--- config.mk ---
export PLATFORM = sky130hd
export DESIGN_NAME = dac_mode_and_level_control
export DESIGN_NICKNAME = d
export VERILOG_FILES = /design/src/dac_ctrl_pkg.sv /design/src/reg_access_if.sv /design/src/ahb_register_port.sv /design/src/mode_route_decoder.sv /design/src/dac_mode_and_level_control.sv
export SDC_FILE = /design/constraint.sdc
export NUM_CORES = 1
export LEC_CHECK = 0
export ABC_AREA = 1
export BUFFER_PORTS_ARGS = -buffer_cell sky130_fd_sc_hd__buf_2
export CELL_PAD_IN_SITES_DETAIL_PLACEMENT = 0
export CELL_PAD_IN_SITES_GLOBAL_PLACEMENT = 2
export CORE_ASPECT_RATIO = 2
export CORE_MARGIN = 8
export CORE_UTILIZATION = 23
export DETAILED_ROUTE_END_ITERATION = 10
export PLACE_DENSITY_LB_ADDON = 0.15
export SYNTH_ARGS = -nofsm -noshare
export SYNTH_HDL_FRONTEND = slang
export SYNTH_HIERARCHICAL = 1
export SYNTH_SLANG_ARGS = --single-unit
--- constraint.sdc ---
create_clock -name hclk -period 1.95 [get_ports hclk]
set_input_delay 0.0975 -clock hclk [delete_from_list [all_inputs] [get_ports hclk]]
set_output_delay 0.0975 -clock hclk [all_outputs]
set_load 0.05 [all_outputs]
--- src/dac_ctrl_pkg.sv ---
// constants, register map and mode codes of the converter control block
package dac_ctrl_pkg;

    // register indices; byte address is four times the index
    localparam logic [7:0] IDX_CONTROL   = 8'h00;
    localparam logic [7:0] IDX_SPARE_ONE = 8'h01;
    localparam logic [7:0] IDX_LEVEL     = 8'h02;
    localparam logic [7:0] IDX_SPARE_LO  = 8'h03;
    localparam logic [7:0] IDX_SPARE_HI  = 8'h06;
    localparam logic [7:0] IDX_TEST      = 8'h07;
    localparam int         ADDR_LSB      = 2;
    localparam int         INDEX_W       = 8;

    // control register field positions
    localparam int RANGE_BIT = 7;
    localparam int DRIVE_BIT = 6;
    localparam int MODE_MSB  = 2;
    localparam int MODE_LSB  = 0;
    localparam int MODE_W    = 3;

    // mode codes
    localparam logic [2:0] MODE_OFF       = 3'h0;
    localparam logic [2:0] MODE_AMP_ONLY  = 3'h1;
    localparam logic [2:0] MODE_INTERNAL  = 3'h2;
    localparam logic [2:0] MODE_UNBUF     = 3'h4;
    localparam logic [2:0] MODE_UNBUF_AMP = 3'h5;
    localparam logic [2:0] MODE_BUFFERED  = 3'h7;

    // reset values and masks
    localparam logic       RANGE_RESET     = 1'b1;
    localparam logic       DRIVE_RESET     = 1'b0;
    localparam logic [7:0] LEVEL_RESET     = 8'h00;
    localparam logic [7:0] TEST_RESET      = 8'h00;
    localparam logic [7:0] TEST_WRITE_MASK = 8'h7f;
    localparam logic [7:0] ZERO_BYTE       = 8'h00;

    // ahb-lite codes
    localparam logic [1:0] HTRANS_NONSEQ = 2'h2;
    localparam logic       HRESP_OKAY    = 1'b0;

    // true for every mode code that a write may install
    function automatic logic mode_is_supported(input logic [2:0] code);
        mode_is_supported = (code == MODE_OFF) || (code == MODE_AMP_ONLY)
                         || (code == MODE_INTERNAL) || (code == MODE_UNBUF)
                         || (code == MODE_UNBUF_AMP)
                         || (code == MODE_BUFFERED);
    endfunction : mode_is_supported

    // true for the modes that route the network to the unbuffered pin
    function automatic logic mode_is_unbuffered(input logic [2:0] code);
        mode_is_unbuffered = (code == MODE_UNBUF) || (code == MODE_UNBUF_AMP);
    endfunction : mode_is_unbuffered

endpackage : dac_ctrl_pkg

--- src/reg_access_if.sv ---
// register access carrier between the bus port and the register file
`timescale 1ns/100ps
interface reg_access_if;
    logic       wr_stb;  // one-cycle write strobe, data phase
    logic [7:0] index;   // register index of the current data phase
    logic [7:0] wdata;   // write byte
    logic [7:0] rdata;   // read byte for index

    modport port (output wr_stb, output index, output wdata, input rdata);
    modport regs (input wr_stb, input index, input wdata, output rdata);
endinterface : reg_access_if

--- src/ahb_register_port.sv ---
// ahb-lite slave front end that turns transfers into register accesses
`timescale 1ns/100ps
module ahb_register_port
(
    input  wire logic        hclk,
    input  wire logic        hresetn,
    input  wire logic        hsel,
    input  wire logic [31:0] haddr,
    input  wire logic [1:0]  htrans,
    input  wire logic        hwrite,
    input  wire logic [2:0]  hsize,
    input  wire logic [31:0] hwdata,
    input  wire logic        hready,
    output logic      [31:0] hrdata,
    output logic             hreadyout,
    output logic             hresp,
    reg_access_if.port       bus
);
    logic       phase_wr_ff;
    logic       nxt_phase_wr;
    logic [7:0] phase_idx_ff;
    logic [7:0] nxt_phase_idx;
    logic       take;

    // address phase accepted when selected, active and bus ready
    assign take = hsel && hready && htrans[1];

    // capture address phase for the following data phase
    always_comb
    begin
        nxt_phase_wr  = take && hwrite;
        nxt_phase_idx = phase_idx_ff;
        if (take)
        begin
            nxt_phase_idx = haddr[dac_ctrl_pkg::ADDR_LSB +: 8];
        end
    end

    always_ff @(posedge hclk or negedge hresetn)
    begin
        if (!hresetn)
        begin
            phase_wr_ff  <= 1'b0;
            phase_idx_ff <= 8'h00;
        end
        else
        begin
            phase_wr_ff  <= nxt_phase_wr;
            phase_idx_ff <= nxt_phase_idx;
        end
    end

    // zero wait states, always okay, low byte carries the register
    assign hreadyout  = 1'b1;
    assign hresp      = dac_ctrl_pkg::HRESP_OKAY;
    assign bus.wr_stb = phase_wr_ff;
    assign bus.index  = phase_idx_ff;
    assign bus.wdata  = hwdata[7:0];
    assign hrdata     = {24'h000000, bus.rdata};
endmodule : ahb_register_port

--- src/mode_route_decoder.sv ---
// decodes the mode and stop state into enables and switch controls
`timescale 1ns/100ps
module mode_route_decoder
(
    input  wire logic [2:0] mode,
    input  wire logic       cpu_stop,
    output logic            network_en,
    output logic            amp_en,
    output logic            feedback_switch,
    output logic            buffer_switch,
    output logic            direct_output_switch
);
    // per-mode routing table, stop overrides amplifier and two switches
    always_comb
    begin
        network_en           = 1'b0;
        amp_en               = 1'b0;
        feedback_switch      = 1'b0;
        buffer_switch        = 1'b0;
        direct_output_switch = 1'b0;
        case (mode)
            dac_ctrl_pkg::MODE_AMP_ONLY:
            begin
                amp_en          = 1'b1;
                feedback_switch = 1'b1;
            end
            dac_ctrl_pkg::MODE_INTERNAL:
            begin
                network_en = 1'b1;
            end
            dac_ctrl_pkg::MODE_UNBUF:
            begin
                network_en           = 1'b1;
                direct_output_switch = 1'b1;
            end
            dac_ctrl_pkg::MODE_UNBUF_AMP:
            begin
                network_en           = 1'b1;
                amp_en               = 1'b1;
                feedback_switch      = 1'b1;
                direct_output_switch = 1'b1;
            end
            dac_ctrl_pkg::MODE_BUFFERED:
            begin
                network_en    = 1'b1;
                amp_en        = 1'b1;
                buffer_switch = 1'b1;
            end
            default:
            begin
                network_en = 1'b0;
            end
        endcase
        if (cpu_stop)
        begin
            amp_en          = 1'b0;
            feedback_switch = 1'b0;
            buffer_switch   = 1'b0;
        end
    end
endmodule : mode_route_decoder

--- src/dac_mode_and_level_control.sv ---
// top of the converter control block: registers, stop handling, outputs
//
// Summary of operation
// - a byte control register at index 0 holds range in bit 7, drive in bit 6, mode in bits 2:0, with bits 5:3 reading zero.
// - range bit cleared runs the network over the reduced range, set runs it over the full range.
// - drive bit 0 asks for low amplifier drive, 1 for high amplifier drive.
// - mode codes 000, 001, 010, 100, 101 and 111 are off, amplifier, internal, unbuffered, unbuffered plus amplifier and buffered; others are reserved.
// - a control write with a reserved mode code leaves the old mode in force.
// - a read/write 8-bit level register at index 2 sets, with the range bit, the converter code.
// - the test register at index 7 is always readable and takes writes only in special mode.
// - in cpu stop the amplifier is off and the feedback and buffer switches are open regardless of mode.
// - all configuration contents survive stop entry and exit unchanged.
// - if an unbuffered mode was active before stop, the unbuffered pin is pulled to the high reference in stop.
// - feedback switch closes in 001 and 101, buffer switch only in 111, direct switch in 100 and 101; network on in 010, 100, 101, 111; amplifier on in 001, 101, 111.
// - after reset the mode is off, network and amplifier are disabled and all switches are open.
`timescale 1ns/100ps
module dac_mode_and_level_control
#(
    parameter int LEVEL_W = 8
)
(
    input  wire logic               hclk,
    input  wire logic               hresetn,
    input  wire logic               hsel,
    input  wire logic [31:0]        haddr,
    input  wire logic [1:0]         htrans,
    input  wire logic               hwrite,
    input  wire logic [2:0]         hsize,
    input  wire logic [31:0]        hwdata,
    input  wire logic               hready,
    output logic      [31:0]        hrdata,
    output logic                    hreadyout,
    output logic                    hresp,
    input  wire logic               cpu_stop,
    input  wire logic               special_mode,
    output logic                    wide_range_select,
    output logic                    amp_high_drive,
    output logic      [LEVEL_W-1:0] output_level_code,
    output logic                    network_enable,
    output logic                    amp_enable,
    output logic                    feedback_switch,
    output logic                    buffer_switch,
    output logic                    direct_output_switch,
    output logic                    unbuffered_out_pin_high,
    output logic      [7:0]         factory_test_bits
);
    // register access carrier
    reg_access_if bus ();

    // configuration registers
    logic               range_ff;
    logic               nxt_range;
    logic               drive_ff;
    logic               nxt_drive;
    logic [2:0]         mode_ff;
    logic [2:0]         nxt_mode;
    logic [LEVEL_W-1:0] level_ff;
    logic [LEVEL_W-1:0] nxt_level;
    logic [7:0]         test_ff;
    logic [7:0]         nxt_test;

    // stop tracking
    logic               stop_ff;
    logic               nxt_stop;
    logic               unbuf_at_stop_ff;
    logic               nxt_unbuf_at_stop;

    // registered analog controls
    logic               net_en_ff;
    logic               nxt_net_en;
    logic               amp_en_ff;
    logic               nxt_amp_en;
    logic               fb_sw_ff;
    logic               nxt_fb_sw;
    logic               buf_sw_ff;
    logic               nxt_buf_sw;
    logic               dir_sw_ff;
    logic               nxt_dir_sw;
    logic               pull_high_ff;
    logic               nxt_pull_high;

    // decoder results
    logic               dec_net_en;
    logic               dec_amp_en;
    logic               dec_fb_sw;
    logic               dec_buf_sw;
    logic               dec_dir_sw;

    // write strobes per register
    logic               wr_control;
    logic               wr_level;
    logic               wr_test;
    logic [2:0]         wr_mode_code;
    // qualified strobes
    logic               wr_mode_ok;
    logic               wr_test_open;

    // bus front end
    ahb_register_port u_port
    (
        .hclk      (hclk),
        .hresetn   (hresetn),
        .hsel      (hsel),
        .haddr     (haddr),
        .htrans    (htrans),
        .hwrite    (hwrite),
        .hsize     (hsize),
        .hwdata    (hwdata),
        .hready    (hready),
        .hrdata    (hrdata),
        .hreadyout (hreadyout),
        .hresp     (hresp),
        .bus       (bus.port)
    );

    // routing decode from the stored mode and the stop level
    mode_route_decoder u_decoder
    (
        .mode                 (mode_ff),
        .cpu_stop             (cpu_stop),
        .network_en           (dec_net_en),
        .amp_en               (dec_amp_en),
        .feedback_switch      (dec_fb_sw),
        .buffer_switch        (dec_buf_sw),
        .direct_output_switch (dec_dir_sw)
    );

    // address decode of the data phase write
    assign wr_control   = bus.wr_stb
                       && (bus.index == dac_ctrl_pkg::IDX_CONTROL);
    assign wr_level     = bus.wr_stb && (bus.index == dac_ctrl_pkg::IDX_LEVEL);
    assign wr_test      = bus.wr_stb && (bus.index == dac_ctrl_pkg::IDX_TEST);
    assign wr_mode_code = bus.wdata[dac_ctrl_pkg::MODE_MSB:
                                    dac_ctrl_pkg::MODE_LSB];
    assign wr_mode_ok   = dac_ctrl_pkg::mode_is_supported(wr_mode_code);
    assign wr_test_open = wr_test && special_mode;

    // next values of the configuration registers; stop never touches them
    always_comb
    begin
        nxt_range = range_ff;
        nxt_drive = drive_ff;
        nxt_mode  = mode_ff;
        nxt_level = level_ff;
        nxt_test  = test_ff;
        if (wr_control)
        begin
            nxt_range = bus.wdata[dac_ctrl_pkg::RANGE_BIT];
            nxt_drive = bus.wdata[dac_ctrl_pkg::DRIVE_BIT];
            if (wr_mode_ok)
            begin
                nxt_mode = wr_mode_code;
            end
        end
        if (wr_level)
        begin
            nxt_level = bus.wdata[LEVEL_W-1:0];
        end
        if (wr_test_open)
        begin
            nxt_test = bus.wdata & dac_ctrl_pkg::TEST_WRITE_MASK;
        end
    end

    // configuration registers
    always_ff @(posedge hclk or negedge hresetn)
    begin
        if (!hresetn)
        begin
            range_ff <= dac_ctrl_pkg::RANGE_RESET;
            drive_ff <= dac_ctrl_pkg::DRIVE_RESET;
            mode_ff  <= dac_ctrl_pkg::MODE_OFF;
            level_ff <= LEVEL_W'(dac_ctrl_pkg::LEVEL_RESET);
            test_ff  <= dac_ctrl_pkg::TEST_RESET;
        end
        else
        begin
            range_ff <= nxt_range;
            drive_ff <= nxt_drive;
            mode_ff  <= nxt_mode;
            level_ff <= nxt_level;
            test_ff  <= nxt_test;
        end
    end

    // read mux; unmapped and spare indices answer zero
    always_comb
    begin
        bus.rdata = dac_ctrl_pkg::ZERO_BYTE;
        case (bus.index) inside
            dac_ctrl_pkg::IDX_CONTROL:
            begin
                bus.rdata = {range_ff, drive_ff, 3'h0, mode_ff};
            end
            dac_ctrl_pkg::IDX_LEVEL:
            begin
                bus.rdata = 8'(level_ff);
            end
            dac_ctrl_pkg::IDX_TEST:
            begin
                bus.rdata = test_ff;
            end
            dac_ctrl_pkg::IDX_SPARE_ONE,
            [dac_ctrl_pkg::IDX_SPARE_LO:dac_ctrl_pkg::IDX_SPARE_HI]:
            begin
                bus.rdata = dac_ctrl_pkg::ZERO_BYTE;
            end
            default:
            begin
                bus.rdata = dac_ctrl_pkg::ZERO_BYTE;
            end
        endcase
    end

    // stop entry remembers whether the unbuffered path was in use
    always_comb
    begin
        nxt_stop          = cpu_stop;
        nxt_unbuf_at_stop = unbuf_at_stop_ff;
        if (cpu_stop && !stop_ff)
        begin
            nxt_unbuf_at_stop = dac_ctrl_pkg::mode_is_unbuffered(mode_ff);
        end
        else if (!cpu_stop)
        begin
            nxt_unbuf_at_stop = 1'b0;
        end
    end

    // stop state
    always_ff @(posedge hclk or negedge hresetn)
    begin
        if (!hresetn)
        begin
            stop_ff          <= 1'b0;
            unbuf_at_stop_ff <= 1'b0;
        end
        else
        begin
            stop_ff          <= nxt_stop;
            unbuf_at_stop_ff <= nxt_unbuf_at_stop;
        end
    end

    // analog control outputs, registered one cycle after their cause
    always_comb
    begin
        nxt_net_en    = dec_net_en;
        nxt_amp_en    = dec_amp_en;
        nxt_fb_sw     = dec_fb_sw;
        nxt_buf_sw    = dec_buf_sw;
        nxt_dir_sw    = dec_dir_sw;
        nxt_pull_high = 1'b0;
        // held through stop once latched on entry
        if (cpu_stop && stop_ff && unbuf_at_stop_ff)
        begin
            nxt_pull_high = 1'b1;
        end
        else if (cpu_stop && !stop_ff)
        begin
            nxt_pull_high =
                dac_ctrl_pkg::mode_is_unbuffered(mode_ff);
        end
    end

    // analog control registers
    always_ff @(posedge hclk or negedge hresetn)
    begin
        if (!hresetn)
        begin
            net_en_ff    <= 1'b0;
            amp_en_ff    <= 1'b0;
            fb_sw_ff     <= 1'b0;
            buf_sw_ff    <= 1'b0;
            dir_sw_ff    <= 1'b0;
            pull_high_ff <= 1'b0;
        end
        else
        begin
            net_en_ff    <= nxt_net_en;
            amp_en_ff    <= nxt_amp_en;
            fb_sw_ff     <= nxt_fb_sw;
            buf_sw_ff    <= nxt_buf_sw;
            dir_sw_ff    <= nxt_dir_sw;
            pull_high_ff <= nxt_pull_high;
        end
    end

    // outputs toward the analog section
    assign wide_range_select       = range_ff;
    assign amp_high_drive          = drive_ff;
    assign output_level_code       = level_ff;
    assign network_enable          = net_en_ff;
    assign amp_enable              = amp_en_ff;
    assign feedback_switch         = fb_sw_ff;
    assign buffer_switch           = buf_sw_ff;
    assign direct_output_switch    = dir_sw_ff;
    assign unbuffered_out_pin_high = pull_high_ff;
    assign factory_test_bits       = test_ff;
endmodule : dac_mode_and_level_control

Word-level counts from Yosys, hierarchy flattened
Cells that the tools add are included.
{"block": "totals", "regBits": 37, "latchBits": 0, "ramBits": 0, "mem_bits_ro": 0, "input_bits": 76, "out_inout_bits": 58, "memories": 0}
{"block": "op_classes", "n_addsub": 0, "multipliers": 0, "n_div": 0, "order_cmp": 0, "eq_ne": 13, "shifts": 0, "mux": 15, "bitwise": 0, "n_reduce_logical": 24}
{"operator": "3-bit == test (second input constant)", "n": 6}
{"operator": "8-bit 2-to-1 mux", "n": 2}
{"operator": "1-bit 2-to-1 mux", "n": 12}
{"operator": "1-bit logical AND", "n": 10}
{"operator": "8-bit by 2-bit == test with 1-bit output (second input constant)", "n": 1}
{"operator": "8-bit by 3-bit == test with 1-bit output (second input constant)", "n": 1}
{"operator": "8-bit logical NOT", "n": 1}
{"operator": "7-bit 2-to-1 mux", "n": 1}
{"operator": "3-bit by 1-bit == test with 1-bit output (second input constant)", "n": 2}
{"operator": "3-bit by 2-bit == test with 1-bit output (second input constant)", "n": 2}
{"operator": "1-bit logical OR", "n": 6}
{"operator": "2-bit OR reduction", "n": 2}
{"operator": "4-bit OR reduction", "n": 1}
{"operator": "3-bit logical NOT", "n": 1}
{"operator": "3-bit OR reduction", "n": 1}
{"operator": "2-bit by 1-bit inequality test with 1-bit output (second input constant)", "n": 1}
{"operator": "2-bit AND reduction", "n": 1}
{"operator": "1-bit logical NOT", "n": 1}

Logic depth before layout (Yosys ltp)
Gate-level depths: netlist (run 1).
{"block": "logic_depth", "ltp_word": 7, "ltp_mapped": 7, "mapped_depth_nobuf": 6}

Hierarchy
The synthesis (run 1) kept the hierarchy.
{"module": "dac_mode_and_level_control", "n_inst": 1, "cells_per_inst": 154, "area_each_um2": 1303.8, "seq_area_each_um2": 701.9}
{"module": "ahb_register_port", "n_inst": 1, "cells_per_inst": 83, "area_each_um2": 719.4, "seq_area_each_um2": 225.2}
{"module": "mode_route_decoder", "n_inst": 1, "cells_per_inst": 13, "area_each_um2": 53.8, "seq_area_each_um2": 0.0}

Worst setup path after synthesis (run 1)
Ideal clock, no wire load.
{"block": "synth_path", "path_type": "register -> output", "startpoint": "register u_port.phase_idx_ff[5] (netlist: u_port/bus.index[5])", "endpoint": "output port hrdata[6]", "t_arrival_ns": 1.232, "slack_ns": 0.620, "path_stages_with_launch": 8, "n_path_buf": 2, "cell_sequence": "dfrtp_1 nor2_1 nand2_2 nor2_2 buf_4 nand2_1 nand3_1 buf_4"}
{"block": "synth_between", "elab_chain_len": 4}
{"item": "start, declared", "line": "ahb_register_port.sv:21", "source": "logic [7:0] phase_idx_ff;"}
{"item": "start signal, assigned", "line": "ahb_register_port.sv:49", "source": "phase_idx_ff <= nxt_phase_idx;"}
{"item": "8-bit by 3-bit == test with 1-bit output (no source line)"}
{"item": "7-bit 2-to-1 mux", "line": "dac_mode_and_level_control.sv:190", "source": "case (bus.index) inside"}
{"item": "8-bit 2-to-1 mux", "line": "dac_mode_and_level_control.sv:190"}
{"item": "8-bit 2-to-1 mux (*)", "line": "dac_mode_and_level_control.sv:190"}
{"item": "end, declared", "line": "dac_mode_and_level_control.sv:31", "source": "output logic [31:0] hrdata,"}
Every way passes the cells marked *; elsewhere a longest branch is shown, timed or not.

Final worst setup path (run 1)
{"block": "layout_path", "startpoint": "register u_port.phase_idx_ff[5] (netlist: u_port/bus.index[5])", "endpoint": "output port hrdata[0]"}
The elaborated chain is that of the path after synthesis.

==> flow_summary.toml, run 1 <==
[clock_tree]
clock_sinks = 37
clk_path_buf_depth = 2
clk_latency_ns = 0.28
htreeDepth = 2
cts_tree = "yes"
numCtsBuffers = 5
clk_pin_slew_ns = 0.05
cts-root-buf = "clkbuf_16"

[finish]
num_antenna_cells = 0
drive_gt1_share_pct = 27.2
syn_to_final_growth_pct = 14.8
fin_nets = 369

[logic_synthesis]
synth_edf_count = 0
yosys_warnings = 6
synth_cell_types = 20
yosys.area.top_type = "dfrtp_1"
synthTopCellsByCount = "nand2_1, buf_4, dfrtp_1"
synth_most_common_cell = "nand2_1"
async_reset_ff_share_pct = 100
synth.top_cell.area_share_pct = 43.4
synth_ff_type = "dfrtp_1"
synth_area_leaders = "dfrtp_1, buf_4, nand2_1"
synth_seq_cells = 37
synth-seq-area-share_pct = 44.6
avgSynthCellArea_sq_um = 8.31
synth_area_sq_um = 2080
synth_cells = 250

[grt]
grt_pass1_vias = 1829
grt_usage_pct = 9.83
grt_pass1_wl_um = 9610
grt_remaining_overflow = 0
antenna_found_initial = 0
grt_max_degree = 25

[worst_setup_path]
endpoint_kind = "output port"
cp.required_ns = 1.85
worstPathArrival_ns = 1.76
critPathKind = "reg2out"
startpoint_type = "register"
worstPathMaxFanout = 15

[floorplan]
die-area_sq_um = 12500
start_util_pct = 23.4
core_sq_um = 8890
die_w_um = 83.2
row_count = 49
fp.dieH_um = 150
ioPinCount = 134

[sta]
setup_slack_ns = 0.0938
max_freq_ghz = 0.539
clock_skew_ns = 0.00662
setup_viol = 0
grt_setup_unrepaired = "false"
finalCritPeriodShare_pct = 95.2
tns_ns = 0
slew_viol_final = 0
timing.final.hold_violations = 0
fin_crit_ns = 1.86

[routing]
avgRoutedWirePerCell_um = 15.0
firstDrtPassIters = 4
drt_iter0_drc = 72
drc = 0
totalWireLength_um = 5940
vias = 1620
final_antenna_net_count = 0
vias_per_cell = 4.09

[run]
maxCapViolCount = 0

[place]
dp_hpwl_um = 4610
gp_congestion = 0.658
dp_slack_ns = 0.326
portBuffers = 54

[hold_path]
hold_class = "in2reg"

[power]
ir_drop_mv = 0.292
powerDensity_nw_per_um2 = 1010
p_leak_nw = 1.32

[run_status]
outcome = "completed"
## final cells by class
class | count | area [sq um]
Timing Repair Buffer | 62 | 340
Inverter | 14 | 52.6
Multi-Input combinational cell | 173 | 797
Tap cell | 102 | 128
Sequential cell | 37 | 927
Clock buffer | 6 | 129
Fill cell | 986 | 6510
Clock inverter | 2 | 10.0
## logic make-up (layout without fill, tap and decap cells)
kind of cell	Yosys count	after routing	share of synthesized area, %
AOI/OAI and AO/OA	3	3	0.723
DFF	37	37	44.6
buffers and inverters	64	84	21.3
and+or+nand+nor	143	143	32.8
other	3	27	0.542
## report_power, final
group / switching, mW / leakage, nW / total [mW] / internal, mW
combinational: 0.538 / 0.798 / 0.673 / 0.135
sequential: 0.0750 / 0.454 / 0.939 / 0.864
clock: 0.327 / 0.0706 / 0.797 / 0.470
## critical path, stage by stage, from the launching register on
cell and delay [ns]:
dfrtp_1 0.38, nor2_1 0.16, nand2_2 0.15, inv_2 0.26, nand3_1 0.15, nand3_1 0.12, buf_2 0.27
## through the flow
stage	hold WS (ns)	util (%)	std cells	instance area, sq um	total power [mW]
after global placement	0.0304	24.9	385	2210	1.63
after detailed placement	0.0269	24.9	385	2210	1.63
after global routing	0.0316	26.8	396	2380	2.53
after floorplan	-0.198	-	274	2170	1.53
final	0.0298	26.8	396	2380	2.41
after CTS	0.0241	26.7	395	2370	2.45
## layer usage
metal	up-vias	share of wire (%)	GRT usage, %
li1	810	-	-
met1	747	37	9.24
met2	58	56	18.8
met3	5	4.8	2.76
met4	0	1.8	4.78
met5	-	0	0
## flip-flops by register name (all words and copies together), names as in the netlist, 3 cells and up
signal and flops:
output_level_code 8, factory_test_bits 7, mode_ff 3, u_port/bus.index 8
## cell usage in the layout, fill, tap and decap left out
cell type | synthesis | routed
a21oi_1 | 2 | 2
buf_2 | 0 | 52
buf_4 | 46 | 6
clkbuf_1 | 0 | 1
clkbuf_16 | 0 | 5
clkbuf_4 | 0 | 2
clkinv_2 | 0 | 2
conb_1 | 3 | 27
dfrtp_1 | 36 | 36
dfstp_2 | 1 | 1
dlygate4sd3_1 | 0 | 2
inv_1 | 13 | 13
inv_2 | 1 | 1
nand2_1 | 89 | 89
nand2_2 | 1 | 1
nand2_4 | 1 | 1
nand3_1 | 18 | 18
nand3_2 | 2 | 2
nand3_4 | 1 | 1
nand4_1 | 18 | 18
nor2_1 | 7 | 7
nor2_2 | 3 | 3
nor2_4 | 1 | 1
nor3_4 | 2 | 2
o21ai_0 | 1 | 1
## path summary, 6_finish.rpt
kind                                      from                    to  slack (ns)  cells after the start
max                        u_port/bus.index[5]             hrdata[0]        0.09                      6
max in group asynchronous              hresetn     wide_range_select        1.00                      3
min reg2reg                  wide_range_select     wide_range_select        0.47                      2
max reg2reg                u_port/bus.index[5]  factory_test_bits[4]        0.50                      6
min in group asynchronous              hresetn  output_level_code[0]        0.25                      2
min                                  hwdata[5]  output_level_code[5]        0.03                      3
## what timing repair did
| action | in CTS | in global routing |
|---|---|---|
| gates resized for setup | 0 | 2 |
| hold buffers | 2 | 0 |
| endpoints found under the hold margin | 14 | 0 |
| endpoints found under the setup margin | 0 | 4 |
| buffers inserted | 0 | 1 |
Power figures use the tool's default switching activity.
==> inputs of run 2 (changes only) <==
--- a/config.mk
+++ b/config.mk
@@ -12,5 +12,6 @@
 export CORE_ASPECT_RATIO = 2
 export CORE_MARGIN = 8
-export CORE_UTILIZATION = 23
+export CORE_UTILIZATION = 24
+export CTS_BUF_LIST = sky130_fd_sc_hd__clkbuf_2
 export DETAILED_ROUTE_END_ITERATION = 10
 export PLACE_DENSITY_LB_ADDON = 0.15
==> constraint.sdc (replaced) <==
create_clock -name hclk -period 1.95 [get_ports hclk]
set_input_delay 0.0975 -clock hclk [delete_from_list [all_inputs] [get_ports hclk]]
set_output_delay 0.0975 -clock hclk [all_outputs]
set_load 0.02 [all_outputs]
==> run 2 against run 1 <==
- critical path type unchanged
- highest routed layer unchanged
- clock skew is 0.031 ns higher
- non-clock buffer count is 29 higher
- clock power is 38% lower
- hold slack better by 0.10 ns
- via count is 7.0% higher
- sequential share of layout area is 3.7 points lower
- combinational power is 24% lower
==> flow_summary.toml, run 2 (synthesis results as in run 1) <==
[run_status]
outcome = "completed"

[sta]
timing.final.hold_violations = 0
tns_ns = 0
finalCritPeriodShare_pct = 91.4
fin_crit_ns = 1.78
worst_slew_pin_slew_ns = 0.503
clock_skew_ns = 0.0378
setup_viol = 0
grt_setup_unrepaired = "false"
setup_slack_ns = 0.167
max_freq_ghz = 0.561
slew_viol_final = 0
slew_headroom_pct = 66.5

[floorplan]
die-area_sq_um = 12100
fp.dieH_um = 148
ioPinCount = 134
die_w_um = 81.8
core_sq_um = 8530
start_util_pct = 24.4
row_count = 48

[clock_tree]
numCtsBuffers = 5
clock_sinks = 37
cts-root-buf = "clkbuf_2"
cts_tree = "yes"
clk_path_buf_depth = 2
clk_pin_slew_ns = 0.19
clk_latency_ns = 0.42
htreeDepth = 2

[finish]
fin_nets = 398
final_cell_mix = "nand2_1, buf_2, dfrtp_1"
syn_to_final_growth_pct = 26.9
num-fill-cells = 966
final_common_cell = "nand2_1"
drive_gt1_share_pct = 26.3
multiInputGateArea_sq_um = 812
regArea_sq_um = 927

[routing]
dr_wl_met2_um = 3280
avgRoutedWirePerCell_um = 13.7
vias_per_cell = 4.09
drc = 0
firstDrtPassIters = 4
final_antenna_net_count = 0
totalWireLength_um = 5800
route.met3.wl_um = 384
drt_iter0_drc = 63
vias = 1733
drt-met1-wl_um = 2010
highest_layer = "met4"

[grt]
grt_pass1_wl_um = 9540
antenna_found_initial = 1
grt_remaining_overflow = 0
grt_pass1_vias = 1910
grt_max_degree = 38
grt_usage_pct = 10.4

[power]
powerDensity_nw_per_um2 = 739
p_leak_nw = 1.41
ir_drop_mv = 0.287

[worst_setup_path]
startpoint_type = "register"
rr_startpoint = "u_port/bus.index[3]"
crit_family = "simple AND/OR/NAND/NOR gates"
worstPathMaxFanout = 8
worst-path-buf-inv = 2
worstPathArrival_ns = 1.69
critPathSlowestCell = "dfrtp_1"
path_cells = "nor2_2 > nand3_2 > nor2_4 > buf_12 > nand2_1 > nand2_1 > buf_2"
cp_common_cell = "nand2_1"
crit_start = "u_port/bus.index[3]"
endpoint_kind = "output port"
critPathKind = "reg2out"
slowest_delay_ns = 0.46
cp.required_ns = 1.85

[hold_path]
hold_class = "in2reg"
worstHoldStart = "hready"

[run]
maxCapViolCount = 0

[place]
portBuffers = 54
dp_hpwl_um = 4350
dp_slack_ns = 0.356
gp_congestion = 0.678
==> run 2: cell types whose count changed in the layout (fill, tap and decap cells not counted), moves of 2 or more <==
| cell | previous run | this run |
|---|---|---|
| buf_2 | 52 | 49 |
| buf_4 | 6 | 12 |
| clkbuf_16 | 5 | 0 |
| clkbuf_2 | 0 | 5 |
| clkbuf_4 | 2 | 0 |
| clkinv_2 | 2 | 0 |
| dlygate4sd3_1 | 2 | 28 |
| nor2_1 | 7 | 5 |
==> run 2: metal layers <==
layer,vias up,GRT usage (%)
li1,869,-
met1,800,10.4
met2,59,18.8
met3,5,2.98
met4,0,4.51
met5,-,0
==> run 2: metrics by stage <==
step / hold slack [ns] / total power [mW] / util [%] / area (sq um) / instances
after floorplan: -0.198 / 1.32 / - / 2170 / 274
after global placement: 0.198 / 1.41 / 25.8 / 2200 / 382
after detailed placement: 0.193 / 1.41 / 25.8 / 2200 / 382
after CTS: 0.0906 / 1.97 / 30.5 / 2600 / 422
after global routing: 0.0983 / 2.09 / 30.9 / 2640 / 424
final: 0.129 / 1.95 / 30.9 / 2640 / 424
==> run 2: final timing paths <==
| kind | to | slack [ns] | depth (start not counted) |
|---|---|---|---|
| max in group asynchronous | output_level_code[3] | 1.34 | 3 |
| max reg2reg | output_level_code[3] | 0.51 | 8 |
| max | hrdata[3] | 0.17 | 7 |
| min in group asynchronous | feedback_switch | 0.22 | 3 |
| min reg2reg | wide_range_select | 0.49 | 2 |
| min | u_port/bus.index[0] | 0.13 | 4 |
==> run 2: cell type report <==
class	count	area share, %
Antenna cell	1	0.0950
Clock buffer	5	0.950
Clock inverter	3	1.57
Inverter	14	2.09
Multi-Input combinational cell	173	30.8
Sequential cell	37	35.2
Tap cell	100	4.75
Timing Repair Buffer	91	24.5
==> run 2: what timing repair did <==
| item | CTS | global route |
|---|---|---|
| buffers inserted | 4 | 1 |
| resized for setup | 2 | 9 |
| pin swaps | 2 | 3 |
| hold endpoints to repair | 71 | 0 |
| hold buffers | 28 | 0 |
| endpoints found under the setup margin | 7 | 7 |
==> run 2: power by group <==
part           internal, mW  leakage [nW]  switching [mW]
clock network         0.212        0.0366           0.284
registers             0.863         0.454          0.0762
logic                 0.177         0.915           0.335
==> run 2: worst register-to-register path, delay by kind of cell, from the launching register on <==
kind / cells / cell delay (ns)
flops: 1 / 0.46
simple gates: 6 / 0.64
buf+inv: 2 / 0.25
==> inputs of run 3 (changes only) <==
--- a/config.mk
+++ b/config.mk
@@ -15,4 +15,5 @@
 export CTS_BUF_LIST = sky130_fd_sc_hd__clkbuf_2
 export DETAILED_ROUTE_END_ITERATION = 10
+export MAX_ROUTING_LAYER = met4
 export PLACE_DENSITY_LB_ADDON = 0.15
 export SYNTH_ARGS = -nofsm -noshare
==> constraint.sdc (replaced) <==
create_clock -name hclk -period 1.95 [get_ports hclk]
set_input_delay 0 -clock hclk [delete_from_list [all_inputs] [get_ports hclk]]
set_output_delay 0 -clock hclk [all_outputs]
set_load 0.02 [all_outputs]
==> run 3 against run 2 <==
- core utilization hardly changed
- via count is 0.23% higher
- non-clock buffer count is 4 higher
- final cell count is 0.94% higher
==> flow_summary.toml, run 3 (synthesis results as in run 1) <==
[run_status]
outcome = "completed"

[sta]
clock_skew_ns = 0.0310
fin_crit_ns = 1.78
tns_ns = 0
worst_slew_pin_slew_ns = 0.904
hold_ws_ns = 0.0406
grt_setup_unrepaired = "false"
finalCritPeriodShare_pct = 91.4
setup_viol = 0
max_freq_ghz = 0.561
slew_headroom_pct = 39.7
slew_viol_final = 0
timing.final.hold_violations = 0
setup_slack_ns = 0.168

[clock_tree]
clock_sinks = 37
numCtsBuffers = 5
cts-root-buf = "clkbuf_2"
clk_pin_slew_ns = 0.21
clk_latency_ns = 0.41
cts_tree = "yes"
htreeDepth = 2
clk_path_buf_depth = 2

[worst_setup_path]
slowest_delay_ns = 0.46
worstPathArrival_ns = 1.78
endpoint_kind = "output port"
critPathSlowestCell = "dfrtp_1"
path_cells = "nand2_1 > nor3_4 > buf_6 > buf_6 > nand3_1 > nand3_1 > buf_2"
worstPathMaxFanout = 8
critPathKind = "reg2out"
cp.required_ns = 1.95
startpoint_type = "register"
worst-path-buf-inv = 3
crit_family = "simple AND/OR/NAND/NOR gates"

[grt]
grt_usage_pct = 10.8
grt_pass1_wl_um = 9560
grt_pass1_vias = 1870
grt_remaining_overflow = 0
grt_max_degree = 38
antenna_found_initial = 1

[floorplan]
core_sq_um = 8530
die-area_sq_um = 12100
row_count = 48
start_util_pct = 24.4
fp.dieH_um = 148
ioPinCount = 134
die_w_um = 81.8

[place]
gp_congestion = 0.682
dp_hpwl_um = 4380
dp_slack_ns = 0.461
portBuffers = 54

[finish]
num-fill-cells = 972
final_cell_mix = "nand2_1, buf_2, dfrtp_1"
drive_gt1_share_pct = 25.4
syn_to_final_growth_pct = 26.7
fin_nets = 402
final_common_cell = "nand2_1"

[power]
p_leak_nw = 1.42
ir_drop_mv = 0.300
powerDensity_nw_per_um2 = 692

[routing]
drc = 0
drt-met1-wl_um = 2180
totalWireLength_um = 5900
firstDrtPassIters = 4
avgRoutedWirePerCell_um = 13.8
vias_per_cell = 4.06
route.met3.wl_um = 365
vias = 1737
final_antenna_net_count = 0
drt_iter0_drc = 86
highest_layer = "met4"
dr_wl_met2_um = 3250

[run]
maxCapViolCount = 0

[hold_path]
hold_class = "in2reg"
run 3: final timing paths:
check,start,endpoint,slack [ns],depth (start not counted)
min reg2reg,wide_range_select,wide_range_select,0.49,2
min in group asynchronous,hresetn,mode_ff[2],0.21,2
max in group asynchronous,hresetn,output_level_code[4],1.14,2
max reg2reg,u_port/bus.index[3],output_level_code[4],0.48,8
max,u_port/bus.index[1],hrdata[6],0.17,7
min,hready,u_port/bus.index[7],0.04,4
run 3: what timing repair did:
action                                  4_1_cts  5_1_grt
endpoints found under the setup margin        4        8
resized for setup                             1        3
hold buffers                                 32        1
endpoints found under the hold margin        71        1
pin swaps                                     0        3
setup buffers                                 0        5
run 3: worst min-delay path: cells and delay by family:
family,cells,cell delay (ns)
buffers and inverters,1,0.16
AND/OR/NAND/NOR,3,0.24
run 3: power breakdown:
group	switching [mW]	internal, mW
combinational	0.330	0.185
clock	0.279	0.0900
sequential	0.0747	0.862
run 3: metal layers:
metal / vias to the layer above / track usage [%]
li1: 878 / -
met1: 799 / 10.7
met2: 56 / 18.8
met5: - / -
met4: 0 / 5.04
met3: 4 / 2.68
run 3: final cells by class:
class,instances,area (sq um),area share [%]
diodes,1,2.50,0.0951
clock buffers,6,30.0,1.14
clock inverters,2,10.0,0.380
inverters,14,53.8,2.04
multi-input cells,173,802,30.5
flip-flops and latches,37,927,35.2
well taps,100,125,4.76
repair buffers,95,681,25.9
run 3: through the flow:
step / instances / power (mW) / util, % / area [sq um]
6_report: 428 / 1.82 / 30.9 / 2630
5_1_grt: 428 / 1.97 / 30.9 / 2630
3_3_place_gp: 381 / 1.40 / 25.7 / 2190
3_5_place_dp: 381 / 1.41 / 25.7 / 2190
2_1_floorplan: 274 / 1.32 / - / 2170
4_1_cts: 421 / 1.85 / 30.0 / 2560
